$ cat config.mk
export PLATFORM = sky130hd
export DESIGN_NAME = dsmf_top
export DESIGN_NICKNAME = d
export VERILOG_FILES = /design/src/dsmf_pkg.sv /design/src/dsmf_irq.sv /design/src/dsmf_top.sv
export SDC_FILE = /design/constraint.sdc
export NUM_CORES = 1
export LEC_CHECK = 0
export ABC_CLOCK_PERIOD_IN_PS = 2710
export BUFFER_PORTS_ARGS = -buffer_cell sky130_fd_sc_hd__buf_4
export CORE_MARGIN = 5
export CORE_UTILIZATION = 50
export CTS_CLUSTER_SIZE = 20
export DETAILED_ROUTE_END_ITERATION = 8
export GPL_TIMING_DRIVEN = 0
export MAX_ROUTING_LAYER = met4
export PLACE_DENSITY = 0.95
export SETUP_SLACK_MARGIN = 0.5
export SLEW_MARGIN = 20
export SYNTH_ARGS = -nofsm -noshare
export SYNTH_HDL_FRONTEND = slang
export SYNTH_HIERARCHICAL = 1
export SYNTH_SLANG_ARGS = --single-unit
$ cat constraint.sdc
create_clock -name sys_clk -period 2.71 [get_ports sys_clk]
set_input_delay 0.271 -clock sys_clk [delete_from_list [all_inputs] [get_ports sys_clk]]
set_output_delay 0.271 -clock sys_clk [all_outputs]
set_load 0.03 [all_outputs]
$ cat src/dsmf_pkg.sv
// constants, types and behaviour list for the drive status message field builder
// Behaviour
// - the init failed flag in byte six is one after a failed initialization and zero after success.
// - the write lock error flag in byte six is set whenever a write is rejected by write locking.
// - byte seven carries the four-bit suppression mask, bit 0 for subunit 0 up to bit 3 for subunit 3.
// - the suppression mask follows the latest change-controller-flags command.
// - byte seven carries the state code: 0000 normal, 1000 diagnostic off-line, 1001 duplicate id.
// - while init failed is clear, byte eight holds the retry count of the previous operation.
// - while init failed is set, byte eight holds the drive error code instead.
// - bytes nine to fifteen carry drive-specific information defined by the drive.
// - the transmission error flag in byte six is set on a checksum or format error of a command.
package dsmf_pkg;
  // byte six bit positions
  localparam int unsigned B6_TX_ERR_BIT = 2;
  localparam int unsigned B6_INIT_FAIL_BIT = 1;
  localparam int unsigned B6_WLOCK_ERR_BIT = 0;
  // drive state codes
  localparam logic [3:0] STATE_NORMAL = 4'h0;
  localparam logic [3:0] STATE_DIAG_OFFLINE = 4'h8;
  localparam logic [3:0] STATE_DUP_ID = 4'h9;
  // apb offsets
  localparam logic [7:0] A_CTRL = 8'h00;
  localparam logic [7:0] A_STATUS_LO = 8'h04;
  localparam logic [7:0] A_STATUS_HI = 8'h08;
  localparam logic [7:0] A_EXT_LO = 8'h0c;
  localparam logic [7:0] A_EXT_HI = 8'h10;
  localparam logic [7:0] A_IRQ_STAT = 8'h14;
  localparam logic [7:0] A_IRQ_EN = 8'h18;
  localparam logic [7:0] A_IRQ_CLR = 8'h1c;
  localparam logic [7:0] A_RETRY = 8'h20;
  localparam logic [7:0] A_ERR_CODE = 8'h24;
  // control register fields
  localparam int unsigned C_STATE_LSB = 0;
  localparam int unsigned C_INIT_DONE_BIT = 4;
  localparam int unsigned C_INIT_FAIL_BIT = 5;
  localparam int unsigned C_CLR_ERR_BIT = 6;
  // interrupt event bits
  localparam int unsigned EV_TX_ERR = 0;
  localparam int unsigned EV_WLOCK = 1;
  localparam int unsigned EV_INIT_FAIL = 2;
  localparam int unsigned EV_MASK_CHG = 3;
  localparam int unsigned EV_W = 4;
  // drive-level event inputs, one-cycle pulses on sys_clk except the flags_mask and op_retries data fields
  typedef struct packed {
    logic init_done;
    logic init_failed;
    logic wlock_reject;
    logic cmd_bad;
    logic flags_cmd;
    logic [3:0] flags_mask;
    logic op_done;
    logic [7:0] op_retries;
  } dsmf_event_t;
  // status bytes six to eight
  typedef struct packed {
    logic [7:0] byte6;
    logic [7:0] byte7;
    logic [7:0] byte8;
  } dsmf_status_t;
endpackage

$ cat src/dsmf_irq.sv
// sticky event status, enable and interrupt line
`timescale 1ns/1ns
`default_nettype none
module dsmf_irq
  import dsmf_pkg::*;
(
  input wire logic sys_clk,
  input wire logic reset,
  input wire logic [EV_W-1:0] ev,
  input wire logic [EV_W-1:0] clr,
  input wire logic en_we,
  input wire logic [EV_W-1:0] en_wdata,
  output logic [EV_W-1:0] stat,
  output logic [EV_W-1:0] en,
  output logic irq
);
  typedef struct packed {
    logic [EV_W-1:0] stat;
    logic [EV_W-1:0] en;
  } dsmf_irq_st_t;
  dsmf_irq_st_t st_reg, st_next;
  // set wins over clear so no event is lost
  always_comb begin
    st_next = st_reg;
    st_next.stat = (st_reg.stat & ~clr) | ev;
    if (en_we) begin
      st_next.en = en_wdata;
    end
  end
  always_ff @(posedge sys_clk) begin
    if (reset) begin
      st_reg <= '0;
    end else begin
      st_reg <= st_next;
    end
  end
  assign stat = st_reg.stat;
  assign en = st_reg.en;
  assign irq = |(st_reg.stat & st_reg.en);
endmodule
`default_nettype wire

$ cat src/dsmf_top.sv
// drive status message fields: bytes six to fifteen behind an apb slave
//
// The address map and the APB register port are this design's own decisions.
`timescale 1ns/1ns
`default_nettype none
module dsmf_top
  import dsmf_pkg::*;
(
  input wire logic sys_clk,
  input wire logic reset,
  input wire logic psel,
  input wire logic penable,
  input wire logic pwrite,
  input wire logic [7:0] paddr,
  input wire logic [31:0] pwdata,
  output logic [31:0] prdata,
  output logic pready,
  output logic pslverr,
  input wire dsmf_pkg::dsmf_event_t ev_in,
  input wire logic [55:0] ext_info,
  output dsmf_pkg::dsmf_status_t status_out,
  output logic [55:0] ext_out,
  output logic irq
);
  import dsmf_pkg::*;

  typedef struct packed {
    logic init_fail;
    logic wlock_err;
    logic tx_err;
    logic [3:0] mask;
    logic [3:0] state;
    logic [7:0] retry;
    logic [7:0] err_code;
    logic [55:0] ext;
    dsmf_status_t status;
  } dsmf_st_t;

  dsmf_st_t st_reg, st_next;
  logic [EV_W-1:0] ev_vec, clr_vec, irq_stat, irq_en;
  logic wr_acc, rd_acc, en_we;

  // only defined codes pass; a reserved code leaves the state unchanged
  function automatic logic legal_state(input logic [3:0] c);
    return (c == STATE_NORMAL) || (c == STATE_DIAG_OFFLINE) || (c == STATE_DUP_ID);
  endfunction

  ////////////////////////////////////////////////////////////////////
  // apb strobes; every access completes in its first access cycle
  assign wr_acc = psel && penable && pwrite;
  assign rd_acc = psel && penable && !pwrite;
  assign pready = 1'b1;
  assign pslverr = 1'b0;
  assign en_we = wr_acc && (paddr == A_IRQ_EN);
  assign clr_vec = (wr_acc && paddr == A_IRQ_CLR) ? pwdata[EV_W-1:0] : '0;

  ////////////////////////////////////////////////////////////////////
  // next state
  always_comb begin
    st_next = st_reg;
    ev_vec = '0;
    // init outcome from the drive sequencer
    if (ev_in.init_failed) begin
      st_next.init_fail = 1'b1;
      ev_vec[EV_INIT_FAIL] = 1'b1;
    end else if (ev_in.init_done) begin
      st_next.init_fail = 1'b0;
    end
    // error flags are sticky until software clears them; a new event wins
    if (wr_acc && paddr == A_CTRL && pwdata[C_CLR_ERR_BIT]) begin
      st_next.wlock_err = 1'b0;
      st_next.tx_err = 1'b0;
    end
    if (ev_in.wlock_reject) begin
      st_next.wlock_err = 1'b1;
      ev_vec[EV_WLOCK] = 1'b1;
    end
    if (ev_in.cmd_bad) begin
      st_next.tx_err = 1'b1;
      ev_vec[EV_TX_ERR] = 1'b1;
    end
    // latest change-controller-flags command replaces the mask
    if (ev_in.flags_cmd) begin
      st_next.mask = ev_in.flags_mask;
      ev_vec[EV_MASK_CHG] = 1'b1;
    end
    if (ev_in.op_done) begin
      st_next.retry = ev_in.op_retries;
    end
    // software-driven state code and init outcome (diagnostic use)
    if (wr_acc && paddr == A_CTRL) begin
      if (legal_state(pwdata[C_STATE_LSB +: 4])) begin
        st_next.state = pwdata[C_STATE_LSB +: 4];
      end
      if (pwdata[C_INIT_FAIL_BIT]) begin
        st_next.init_fail = 1'b1;
        ev_vec[EV_INIT_FAIL] = 1'b1;
      end else if (pwdata[C_INIT_DONE_BIT] && !ev_in.init_failed) begin
        // a drive failure report beats a software success in the same cycle
        st_next.init_fail = 1'b0;
      end
    end
    if (wr_acc && paddr == A_ERR_CODE) begin
      st_next.err_code = pwdata[7:0];
    end
    // drive-defined extended bytes sampled every cycle
    st_next.ext = ext_info;
    // status bytes built from the next field values so they land together
    st_next.status.byte6 = '0;
    st_next.status.byte6[B6_TX_ERR_BIT] = st_next.tx_err;
    st_next.status.byte6[B6_INIT_FAIL_BIT] = st_next.init_fail;
    st_next.status.byte6[B6_WLOCK_ERR_BIT] = st_next.wlock_err;
    st_next.status.byte7 = {st_next.state, st_next.mask};
    // byte eight changes meaning with the init failure flag
    st_next.status.byte8 = st_next.init_fail ? st_next.err_code : st_next.retry;
  end

  always_ff @(posedge sys_clk) begin
    if (reset) begin
      st_reg <= '0;
    end else begin
      st_reg <= st_next;
    end
  end

  // read data is combinational from live state so it is valid in the access phase
  always_comb begin
    prdata = 32'h0;
    if (rd_acc) begin
      unique case (paddr)
        A_CTRL: prdata = {26'h0, st_reg.init_fail, 1'b0, st_reg.state};
        A_STATUS_LO: prdata = {8'h00, st_reg.status};
        A_STATUS_HI: prdata = {24'h0, st_reg.status.byte8};
        A_EXT_LO: prdata = st_reg.ext[31:0];
        A_EXT_HI: prdata = {8'h00, st_reg.ext[55:32]};
        A_IRQ_STAT: prdata = {28'h0, irq_stat};
        A_IRQ_EN: prdata = {28'h0, irq_en};
        A_RETRY: prdata = {24'h0, st_reg.retry};
        A_ERR_CODE: prdata = {24'h0, st_reg.err_code};
        default: prdata = 32'h0;
      endcase
    end
  end

  assign status_out = st_reg.status;
  assign ext_out = st_reg.ext;

  dsmf_irq u_irq (
    .sys_clk(sys_clk),
    .reset(reset),
    .ev(ev_vec),
    .clr(clr_vec),
    .en_we(en_we),
    .en_wdata(pwdata[EV_W-1:0]),
    .stat(irq_stat),
    .en(irq_en),
    .irq(irq)
  );

  ////////////////////////////////////////////////////////////////////
  // assertions
  property p_init_set;
    @(posedge sys_clk) disable iff (reset)
      ev_in.init_failed |=> status_out.byte6[B6_INIT_FAIL_BIT];
  endproperty
  a_init_set: assert property (p_init_set) else $error("init fail flag not set");

  property p_init_clr;
    @(posedge sys_clk) disable iff (reset)
      (ev_in.init_done && !ev_in.init_failed && !wr_acc) |=> !status_out.byte6[B6_INIT_FAIL_BIT];
  endproperty
  a_init_clr: assert property (p_init_clr) else $error("init fail flag not cleared");

  property p_wlock;
    @(posedge sys_clk) disable iff (reset)
      ev_in.wlock_reject |=> status_out.byte6[B6_WLOCK_ERR_BIT] && irq_stat[EV_WLOCK];
  endproperty
  a_wlock: assert property (p_wlock) else $error("write lock error lost");

  property p_mask;
    @(posedge sys_clk) disable iff (reset)
      ev_in.flags_cmd |=> status_out.byte7[3:0] == $past(ev_in.flags_mask);
  endproperty
  a_mask: assert property (p_mask) else $error("mask not from last flags command");

  property p_mask_hold;
    @(posedge sys_clk) disable iff (reset)
      !ev_in.flags_cmd |=> $stable(status_out.byte7[3:0]);
  endproperty
  a_mask_hold: assert property (p_mask_hold) else $error("mask changed without command");

  property p_state_legal;
    @(posedge sys_clk) disable iff (reset)
      legal_state(status_out.byte7[7:4]);
  endproperty
  a_state_legal: assert property (p_state_legal) else $error("reserved state code");

  property p_state_reserved;
    @(posedge sys_clk) disable iff (reset)
      (wr_acc && paddr == A_CTRL && !legal_state(pwdata[3:0])) |=> $stable(status_out.byte7[7:4]);
  endproperty
  a_state_reserved: assert property (p_state_reserved) else $error("reserved code accepted");

  property p_retry;
    @(posedge sys_clk) disable iff (reset)
      (ev_in.op_done && !st_next.init_fail) |=> status_out.byte8 == $past(ev_in.op_retries);
  endproperty
  a_retry: assert property (p_retry) else $error("retry count wrong");

  property p_errcode;
    @(posedge sys_clk) disable iff (reset)
      status_out.byte6[B6_INIT_FAIL_BIT] |-> status_out.byte8 == st_reg.err_code;
  endproperty
  a_errcode: assert property (p_errcode) else $error("byte eight not error code");

  property p_ext;
    @(posedge sys_clk) disable iff (reset)
      1'b1 |=> ext_out == $past(ext_info);
  endproperty
  a_ext: assert property (p_ext) else $error("extended bytes wrong");

  property p_txerr;
    @(posedge sys_clk) disable iff (reset)
      ev_in.cmd_bad |=> status_out.byte6[B6_TX_ERR_BIT] && irq_stat[EV_TX_ERR];
  endproperty
  a_txerr: assert property (p_txerr) else $error("transmission error not flagged");

  c_init_fail: cover property (@(posedge sys_clk) disable iff (reset)
    ev_in.init_failed ##1 status_out.byte6[B6_INIT_FAIL_BIT]);
  c_dup_id: cover property (@(posedge sys_clk) disable iff (reset)
    status_out.byte7[7:4] == STATE_DUP_ID);
  c_irq: cover property (@(posedge sys_clk) disable iff (reset) $rose(irq));
endmodule
`default_nettype wire

==> run summary, run 1 <==
Post-Place Worst Slack: -0.288 ns
xor/xnor share of the synthesized area: 0
Largest register FFs: 56
Critical Path Sink Type: output port
vias per inst: 5.29
Fin Clk Skew: 0.00453 ns
Worst-Margin Slew: 0.749 ns
Leak: 0.00334 uW
Tot GR Track Use: 0.283
Yosys top cell area share: 0.402
DRT Wirelength: 16.9 mm
vias in the first global route: 4934
switching fraction of total power: 0.285
Internal: 2360 uW
initial antenna violation count: 0
CP Launch Type: primary input
Min-Delay Path Class: in2reg
Max transition margin: 0.501
clock sink count: 99
Syn Area/Cell: 8.81 sq um
Mapped Cells: 560
grt ovf: 0
Post-synth EDFFs: 0
min cycle time layout: 2.25 ns
Setup Crit Path Kind: in2out
fin area: 0.00702 sq mm
Power Density: 470 mW/mm^2
worst setup margin: 0.462 ns
post-synthesis simple-gate area fraction: 0.227
largest net degree at the start of global routing: 18
Sw Pwr: 939 uW
drt first-iter violations: 357
Total Power: 3300 uW
post-synthesis compound-gate area fraction: 0.105
Clock Pin Slew Worst Setup and Hold Paths: 0.11 ns
worst-skew pair later-pin latency: 0.39 ns
Placed Cells: 897
share of the yosys chip area belonging to registers: 0.402
Synth area leader: dfxtp_1
share of power burned in registers: 0.474
crit path DAT: 1.98 ns
top cells by area, synth: dfxtp_1 40%, buf_4 13%, nor2b_1 7.9%
number of synthesis warnings: 6
Critical Path Sink: prdata[4]
r2r startpoint: status_out[17]
Layout Utilization: 0.725
clk root buf: clkbuf_8
placed inst area: 0.00664 sq mm
Synth Area in Adders: 0
gpl congestion: 0.965
# DRC: 0
period utilization: 0.830
Clock power frac: 0.329
largest family of logic cells by synthesized area: simple AND/OR/NAND/NOR gates
Final #Nets: 903
via count: 4875
Max IR drop VDD: 359 uV
Core Region: 0.00968 sq mm
CTS Buffer Depth: 2
Ports: 234
ant diodes: 0
reg2reg path depth: 4
first-pass GRT wire length: 25.1 mm
critical path peak fanout: 10
max-cap viol count: 0
RSZ-0062 raised after global routing: true
WL per Instance: 18.4 um
FF+latch count, synth: 99
H-tree Lvls: 3
status: completed
# setup viols final: 0
die area: 0.0120 sq mm
Routed Antenna Nets: 0
DIE HEIGHT: 109 um
Rows: 36
DRT Pass-1 Iters: 5
final hold viol count: 0
Comb power frac: 0.197
Synth-to-Final Area Change: 42.4%
worst path required time: 2.44 ns
Detail Placement HPWL: 13.0 mm
CTS tree: done
R2R Setup Slk: 1.36 ns
initial core utilization: 0.509
Synth Cell Area: 0.00493 sq mm
CTS Hold Bufs: 0
CTS buffer count: 9
Slew Limit Fails: 0
CP startpoint: paddr[1]
FMAX: 445 MHz
hold path startpoint: ext_info[40]
Port Buffer Count: 199
Finished Layout Cells: 922
synth unique cells: 41
layout cells sized above 1: 0.468
Main synth FF type: dfxtp_1
asr flop ratio synth: 0
r2r endpoint: status_out[5]
# fillers: 748
die width: 109 um
mux share of post-synthesis cell area: 0.105
-- worst min path at each step --
stage | endpoint | cells after the start
floorplan | st_reg[104] | 2
global placement | u_irq/stat[0] | 2
detailed placement | ext_out[30] | 2
CTS | ext_out[42] | 2
global route | ext_out[1] | 2
finish | ext_out[40] | 2
-- final cells by class --
| cell class | instances | area [sq um] | share of cell area |
|---|---|---|---|
| multi-input combinational | 343 | 2270 | 0.323 |
| sequential | 99 | 1980 | 0.282 |
| timing repair buffer | 208 | 1560 | 0.222 |
| buffer | 117 | 800 | 0.114 |
| tap | 133 | 166 | 0.0237 |
| clock buffer | 9 | 124 | 0.0176 |
| clock inverter | 7 | 100 | 0.0143 |
| inverter | 6 | 22.5 | 0.00321 |
-- cell usage in the layout (no fill, tap or decap), types with 8 or more instances in the layout --
cell        n
nor2_2     16
a21oi_1    15
clkbuf_1   15
nor2_1     47
nand2_1    27
nor2b_1    60
mux2i_1    33
mux2_4      8
and3_1     11
buf_4     291
clkbuf_8   10
a22oi_1    25
o21ai_0    13
nand3_1    18
dfxtp_1    99
-- critical path: stages --
cell and delay [ns]:
buf_4 0.13, nor4_1 0.47, nand4_1 0.15, buf_4 0.19, clkbuf_1 0.28, a21oi_1 0.28
buf_4 0.20
-- repair_timing --
| item | 4_1_cts | 5_1_grt |
|---|---|---|
| setup buffers | 5 | 3 |
| resized for setup | 19 | 20 |
| hold endpoints to repair | 0 | 0 |
| pin swaps | 3 | 3 |
| gates cloned | 0 | 1 |
| endpoints found under the setup margin | 32 | 26 |
-- power groups by stage --
| stage | clock (uW) | sequential [uW] | combinational (uW) |
|---|---|---|---|
| 6_report | 1080 | 1570 | 651 |
| 5_1_grt | 1160 | 1570 | 687 |
| 4_1_cts | 1090 | 1560 | 642 |
| 3_5_place_dp | 0 | 1600 | 630 |
| 3_3_place_gp | 0 | 1590 | 619 |
| 2_1_floorplan | 0 | 1580 | 377 |
-- metal layers --
metal | up-vias | global-route usage | share of wire
met1 | 2294 | 0.336 | 0.38
li1 | 2257 | - | -
met5 | - | - | 0
met2 | 286 | 0.477 | 0.50
met4 | 0 | 0.0988 | 0.023
met3 | 38 | 0.0593 | 0.10
-- stage by stage --
| stage | hold slack, ns | TNS, ns |
|---|---|---|
| after global routing | 0.0847 | 0 |
| after global placement | 0.475 | -3.31 |
| after floorplan | 0.388 | 0 |
| after detailed placement | 0.485 | -5.00 |
| final | 0.0840 | 0 |
| after CTS | 0.0863 | 0 |
-- Yosys cell counts (3+ instances only) --
master     n
mux2_4     8
o21ai_0   18
nand4_1    5
mux2_2     6
mux2i_1   33
buf_1      4
a22oi_1   25
a32oi_1    3
nand2b_1   4
nor3_1     3
a211oi_1   4
nand2_1   27
and2_1     6
nor2_1    56
inv_1      6
clkbuf_1  23
dfxtp_1   99
buf_4     83
nor2_2     8
a22o_1     5
buf_2      6
and3_1    11
nor2b_1   62
nand3_1   18
a21oi_1   18
-- cells by family after synthesis --
family | Yosys count
and+or+nand+nor | 210
buffers and inverters | 123
DFF | 99
AOI/OAI and AO/OA | 79
muxes | 47
other | 2
No activity file was read; power rests on OpenSTA's default activity.
==> run 2, diff against run 1 <==
--- a/config.mk
+++ b/config.mk
@@ -5,15 +5,15 @@
 export SDC_FILE = /design/constraint.sdc
 export NUM_CORES = 1
 export LEC_CHECK = 0
-export ABC_CLOCK_PERIOD_IN_PS = 2710
+export ABC_CLOCK_PERIOD_IN_PS = 2200
 export BUFFER_PORTS_ARGS = -buffer_cell sky130_fd_sc_hd__buf_4
 export CORE_MARGIN = 5
-export CORE_UTILIZATION = 50
+export CORE_UTILIZATION = 47
 export CTS_CLUSTER_SIZE = 20
 export DETAILED_ROUTE_END_ITERATION = 8
 export GPL_TIMING_DRIVEN = 0
 export MAX_ROUTING_LAYER = met4
-export PLACE_DENSITY = 0.95
+export PLACE_DENSITY = 0.92
 export SETUP_SLACK_MARGIN = 0.5
 export SLEW_MARGIN = 20
 export SYNTH_ARGS = -nofsm -noshare
==> constraint.sdc (replaced) <==
create_clock -name sys_clk -period 2.2 [get_ports sys_clk]
set_input_delay 0.22 -clock sys_clk [delete_from_list [all_inputs] [get_ports sys_clk]]
set_output_delay 0.22 -clock sys_clk [all_outputs]
set_load 0.03 [all_outputs]
==> run summary, run 2 (synthesis gave the netlist of run 1 again) <==
Rows: 37 (+2.8%)
CTS buffer count: 9 (unchanged)
Min-Delay Path Class: in2reg
switching fraction of total power: 0.284 (-0.000750)
Port Buffer Count: 199 (unchanged)
Routed Antenna Nets: 0 (unchanged)
Largest register FFs: 56 (unchanged)
hold_ws: 0.0621 ns (-0.0219 ns)
Worst-Margin Slew: 0.796 ns (+0.0471 ns)
Detail Placement HPWL: 13.4 mm (+3.0%)
setup TNS: 0 ns (unchanged)
vias in the first global route: 5363 (+8.7%)
Internal: 2980 uW (+26%)
largest net degree at the start of global routing: 17 (-1)
grt ovf: 0 (unchanged)
max-cap viol count: 0 (unchanged)
crit path DAT: 1.72 ns (-0.26 ns)
final hold viol count: 0 (unchanged)
Most common cell on crit path: buf_8
Final #Nets: 937 (+3.8%)
gpl congestion: 0.953 (-1.3%)
ant diodes: 0 (unchanged)
worst path required time: 1.98 ns (-0.46 ns)
Critical Path Sink Type: output port
clock sink count: 99 (unchanged)
die width: 112 um (+2.9%)
Slew Limit Fails: 0 (unchanged)
# setup viols final: 0 (unchanged)
Max transition margin: 0.470 (-0.0314)
FMAX: 517 MHz
RSZ-0062 raised after global routing: true
Comb power frac: 0.216 (+0.019)
Leak: 0.00365 uW (+9.3%)
Tot GR Track Use: 0.297 (+0.0142)
worst-skew pair later-pin latency: 0.36 ns (-0.03 ns)
CP max stage delay: 0.56 ns (+0.09 ns)
Sw Pwr: 1180 uW (+26%)
Setup Crit Path Kind: in2out
WL per Instance: 20.6 um (+12%)
Max IR drop VDD: 433 uV (+21%)
DIE HEIGHT: 112 um (+2.9%)
Fin Clk Skew: 0.0148 ns (+0.0102 ns)
vias per inst: 5.43 (+2.8%)
share of power burned in registers: 0.466 (-0.008)
via count: 5212 (+6.9%)
most common cell after layout, fill and taps aside: buf_4
H-tree Lvls: 3 (unchanged)
Ports: 234 (unchanged)
CP Launch Type: primary input
commonest cells after routing, fill and taps aside: 275 x buf_4, 92 x dfxtp_1, 60 x nor2b_1
Power Density: 514 mW/mm^2 (+9.4%)
clk root buf: clkbuf_8
Synth-to-Final Area Change: 64.2%
drt first-iter violations: 316 (-11%)
Post-Place Worst Slack: -0.221 ns (+0.0663 ns)
Critical-path top delay cell: or4b_4
critical path peak fanout: 6 (-4)
Clock power frac: 0.318 (-0.011)
DRT Wirelength: 19.7 mm (+16%)
initial core utilization: 0.480 (-0.0294)
layout cells sized above 1: 0.593 (+0.125)
status: completed
critical path cell sequence: buf_8 -> buf_8 -> or4b_4 -> o32ai_2 -> nand2_1 -> a21oi_4 -> buf_6
die area: 0.0126 sq mm (+5.8%)
CTS Buffer Depth: 2 (unchanged)
CTS tree: done
DRT Pass-1 Iters: 5 (unchanged)
first-pass GRT wire length: 28.7 mm (+14%)
worst setup margin: 0.264 ns (-0.198 ns)
CTS Hold Bufs: 0 (unchanged)
initial antenna violation count: 0 (unchanged)
period utilization: 0.880
min cycle time layout: 1.94 ns
Clock Pin Slew Worst Setup and Hold Paths: 0.10 ns (about the same)
# DRC: 0 (unchanged)
Core Region: 0.0103 sq mm (+6.1%)
## run 2: per-layer routing
layer | up-vias | GRT usage | share of wire
li1 | 2327 | - | -
met1 | 2463 | 0.329 | 0.36
met2 | 346 | 0.510 | 0.50
met3 | 76 | 0.0717 | 0.089
met4 | 0 | 0.129 | 0.045
met5 | - | - | 0
## run 2: stage by stage
stage / power, uW / instance area [sq um] / util / std cells
2_1_floorplan: 2420 / 5210 / - / 565
3_3_place_gp: 2740 / 6880 / 0.669 / 900
3_5_place_dp: 2760 / 6880 / 0.669 / 900
4_1_cts: 4110 / 7790 / 0.758 / 946
5_1_grt: 4300 / 8100 / 0.788 / 959
6_report: 4160 / 8100 / 0.788 / 959
## run 2: worst paths after layout
path	slack (ns)	from	cells past startpoint	endpoint
min reg2reg	0.51	u_irq/stat[1]	2	u_irq/stat[1]
max reg2reg	0.81	status_out[17]	4	status_out[4]
max	0.26	paddr[5]	7	prdata[2]
min	0.06	ext_info[1]	2	ext_out[1]
## run 2: repair_timing
action,CTS,global route
setup endpoints to repair,48,47
setup buffers,27,12
pin swaps,41,31
cloned,3,1
resized for setup,122,66
## run 2: final cells by class
class	instances	area [sq um]
flip-flops and latches	99	1990
inverters	6	22.5
repair buffers	242	2040
well taps	136	170
plain buffers	117	905
fillers	654	2180
multi-input cells	343	2740
clock buffers	10	138
clock inverters	6	86.3
## run 2: worst max-delay path: cells and delay by family
kind            cells  cell delay, ns
simple gates        2            0.69
compound gates      2            0.42
buf+inv             3            0.38
## run 2: power by group through the flow
stage | clock network (uW) | registers (uW) | logic, uW
2_1_floorplan | 0 | 1950 | 475
3_3_place_gp | 0 | 1970 | 779
3_5_place_dp | 0 | 1970 | 792
4_1_cts | 1330 | 1930 | 845
5_1_grt | 1410 | 1950 | 945
6_report | 1330 | 1940 | 900
==> run 3, diff against run 2 <==
--- a/config.mk
+++ b/config.mk
@@ -8,12 +8,12 @@
 export ABC_CLOCK_PERIOD_IN_PS = 2200
 export BUFFER_PORTS_ARGS = -buffer_cell sky130_fd_sc_hd__buf_4
 export CORE_MARGIN = 5
-export CORE_UTILIZATION = 47
+export CORE_UTILIZATION = 45
 export CTS_CLUSTER_SIZE = 20
 export DETAILED_ROUTE_END_ITERATION = 8
 export GPL_TIMING_DRIVEN = 0
 export MAX_ROUTING_LAYER = met4
-export PLACE_DENSITY = 0.92
+export PLACE_DENSITY = 0.89
 export SETUP_SLACK_MARGIN = 0.5
 export SLEW_MARGIN = 20
 export SYNTH_ARGS = -nofsm -noshare
==> run summary, run 3 (synthesis gave the netlist of run 1 again) <==
Clock Pin Slew Worst Setup and Hold Paths: 0.09 ns (about the same)
Max IR drop VDD: 405 uV (-6.6%)
CTS tree: done
Most common cell on crit path: buf_8
Min-Delay Path Class: in2reg
die width: 115 um (+2.0%)
Port Buffer Count: 199 (unchanged)
CTS Buffer Depth: 2 (unchanged)
Routed Antenna Nets: 0 (unchanged)
hold_ws: 0.0445 ns (-0.0176 ns)
reg2reg path depth: 4 (unchanged)
Critical Path Sink Type: output port
via count: 5141 (-1.4%)
clk root buf: clkbuf_8
# setup viols final: 0 (unchanged)
layout cells sized above 1: 0.580 (-0.0130)
crit path buf inv count: 3 (unchanged)
Synth-to-Final Area Change: 63.3%
Top delay family on crit path: simple AND/OR/NAND/NOR gates
first-pass GRT wire length: 28.0 mm (-2.4%)
Critical-path top delay cell: or4b_4
hold path startpoint: ext_info[54]
commonest cells after routing, fill and taps aside: 269 x buf_4, 95 x dfxtp_1, 59 x nor2b_1
Tot GR Track Use: 0.290 (-0.00743)
Layout Utilization: 0.746 (-0.0417)
Slew Limit Fails: 0 (unchanged)
most common cell after layout, fill and taps aside: buf_4
H-tree Lvls: 3 (unchanged)
min cycle time layout: 1.99 ns (+0.0546 ns)
vias per inst: 5.36 (-1.4%)
CP Launch Type: primary input
Post-Place Worst Slack: -0.268 ns (-0.0471 ns)
setup TNS: 0 ns (unchanged)
clock sink count: 99 (unchanged)
Total Power: 3880 uW (-6.9%)
CP max stage delay: 0.54 ns (-0.02 ns)
vias in the first global route: 5307 (-1.0%)
max-cap viol count: 0 (unchanged)
R2R Setup Slk: 0.72 ns (-0.09 ns)
worst setup margin: 0.210 ns (-0.0546 ns)
final hold viol count: 0 (unchanged)
crit path DAT: 1.77 ns (+0.05 ns)
hold path cells: 2 (unchanged)
Max transition margin: 0.433 (-0.0364)
grt ovf: 0 (unchanged)
r2r startpoint: status_out[17]
Ports: 234 (unchanged)
Setup Crit Path Kind: in2out
DIE HEIGHT: 115 um (+2.0%)
r2r endpoint: status_out[2]
WHS Endpoint: ext_out[54]
die area: 0.0132 sq mm (+4.0%)
CTS buffer count: 9 (unchanged)
worst-skew pair later-pin latency: 0.38 ns (+0.02 ns)
critical path peak fanout: 4 (-2)
Power Density: 481 mW/mm^2 (-6.4%)
Largest register FFs: 56 (unchanged)
CP startpoint: paddr[5]
DRT Pass-1 Iters: 5 (unchanged)
status: completed
period utilization: 0.905 (+0.0248)
initial antenna violation count: 0 (unchanged)
FMAX: 502 MHz (-2.7%)
Rows: 38 (+2.7%)
Worst-Margin Slew: 0.850 ns (+0.0546 ns)
# fillers: 731 (+12%)
Core Region: 0.0108 sq mm (+5.0%)
# DRC: 0 (unchanged)
Leak: 0.00366 uW (+0.43%)
RSZ-0062 raised after global routing: true
largest net degree at the start of global routing: 16 (-1)
Fin Clk Skew: 0.00821 ns (-0.00656 ns)
Detail Placement HPWL: 13.5 mm (+0.41%)
gpl congestion: 0.946 (-0.78%)
worst path required time: 1.98 ns (about the same)
ant diodes: 0 (unchanged)
initial core utilization: 0.457 (-0.0229)
critical path cell sequence: buf_8 -> buf_8 -> or4b_4 -> nor3_1 -> o21ai_0 -> a21oi_2 -> buf_6
Final #Nets: 934 (-0.32%)
WL per Instance: 20.3 um (-1.3%)
DRT Wirelength: 19.5 mm (-1.3%)
drt first-iter violations: 379 (+20%)
run 3: layout make-up:
class / count / area [sq um] / area share
Multi-Input combinational cell: 343 / 2720 / 0.338
Timing Repair Buffer: 239 / 2050 / 0.255
Sequential cell: 99 / 1990 / 0.247
Buffer: 117 / 926 / 0.115
Tap cell: 140 / 175 / 0.0217
Clock buffer: 11 / 141 / 0.0176
Clock inverter: 4 / 27.5 / 0.00342
Inverter: 6 / 22.5 / 0.00280
run 3: how the worst max path moves through the flow:
stage | endpoint | slack (ns) | cells after the start
floorplan | prdata[6] | 0.44 | 6
global placement | status_out[6] | -0.25 | 7
detailed placement | status_out[6] | -0.27 | 7
CTS | prdata[2] | 0.26 | 7
global route | prdata[3] | 0.15 | 8
finish | prdata[3] | 0.21 | 7
run 3: repair_timing:
item / CTS / global route
pin swaps: 61 / 16
hold endpoints to repair: 0 / 0
hold buffers: 0 / 0
gates cloned: 4 / 1
resized for setup: 133 / 47
endpoints found under the setup margin: 49 / 40
setup buffers: 32 / 3
run 3: worst reg2reg max path, stage by stage (launching register included):
cell and delay [ns]:
dfxtp_1 0.49, a311o_1 0.31, buf_6 0.19, mux2_4 0.33
nor2_4 0.10
run 3: power breakdown:
| part | switching [uW] | internal (uW) |
|---|---|---|
| combinational | 460 | 427 |
| clock | 617 | 437 |
| sequential | 63.3 | 1870 |
run 3: layer usage:
layer	global-route usage	vias to the layer above	part of all wire
met3	0.0677	62	0.10
met5	-	-	0
li1	-	2328	-
met2	0.484	347	0.49
met1	0.336	2404	0.37
met4	0.118	0	0.035
run 3: per-stage QoR:
step                      instances  area (sq um)
after global routing            959          8060
after CTS                       955          7840
final                           959          8060
after floorplan                 565          5210
after global placement          904          6880
after detailed placement        904          6880
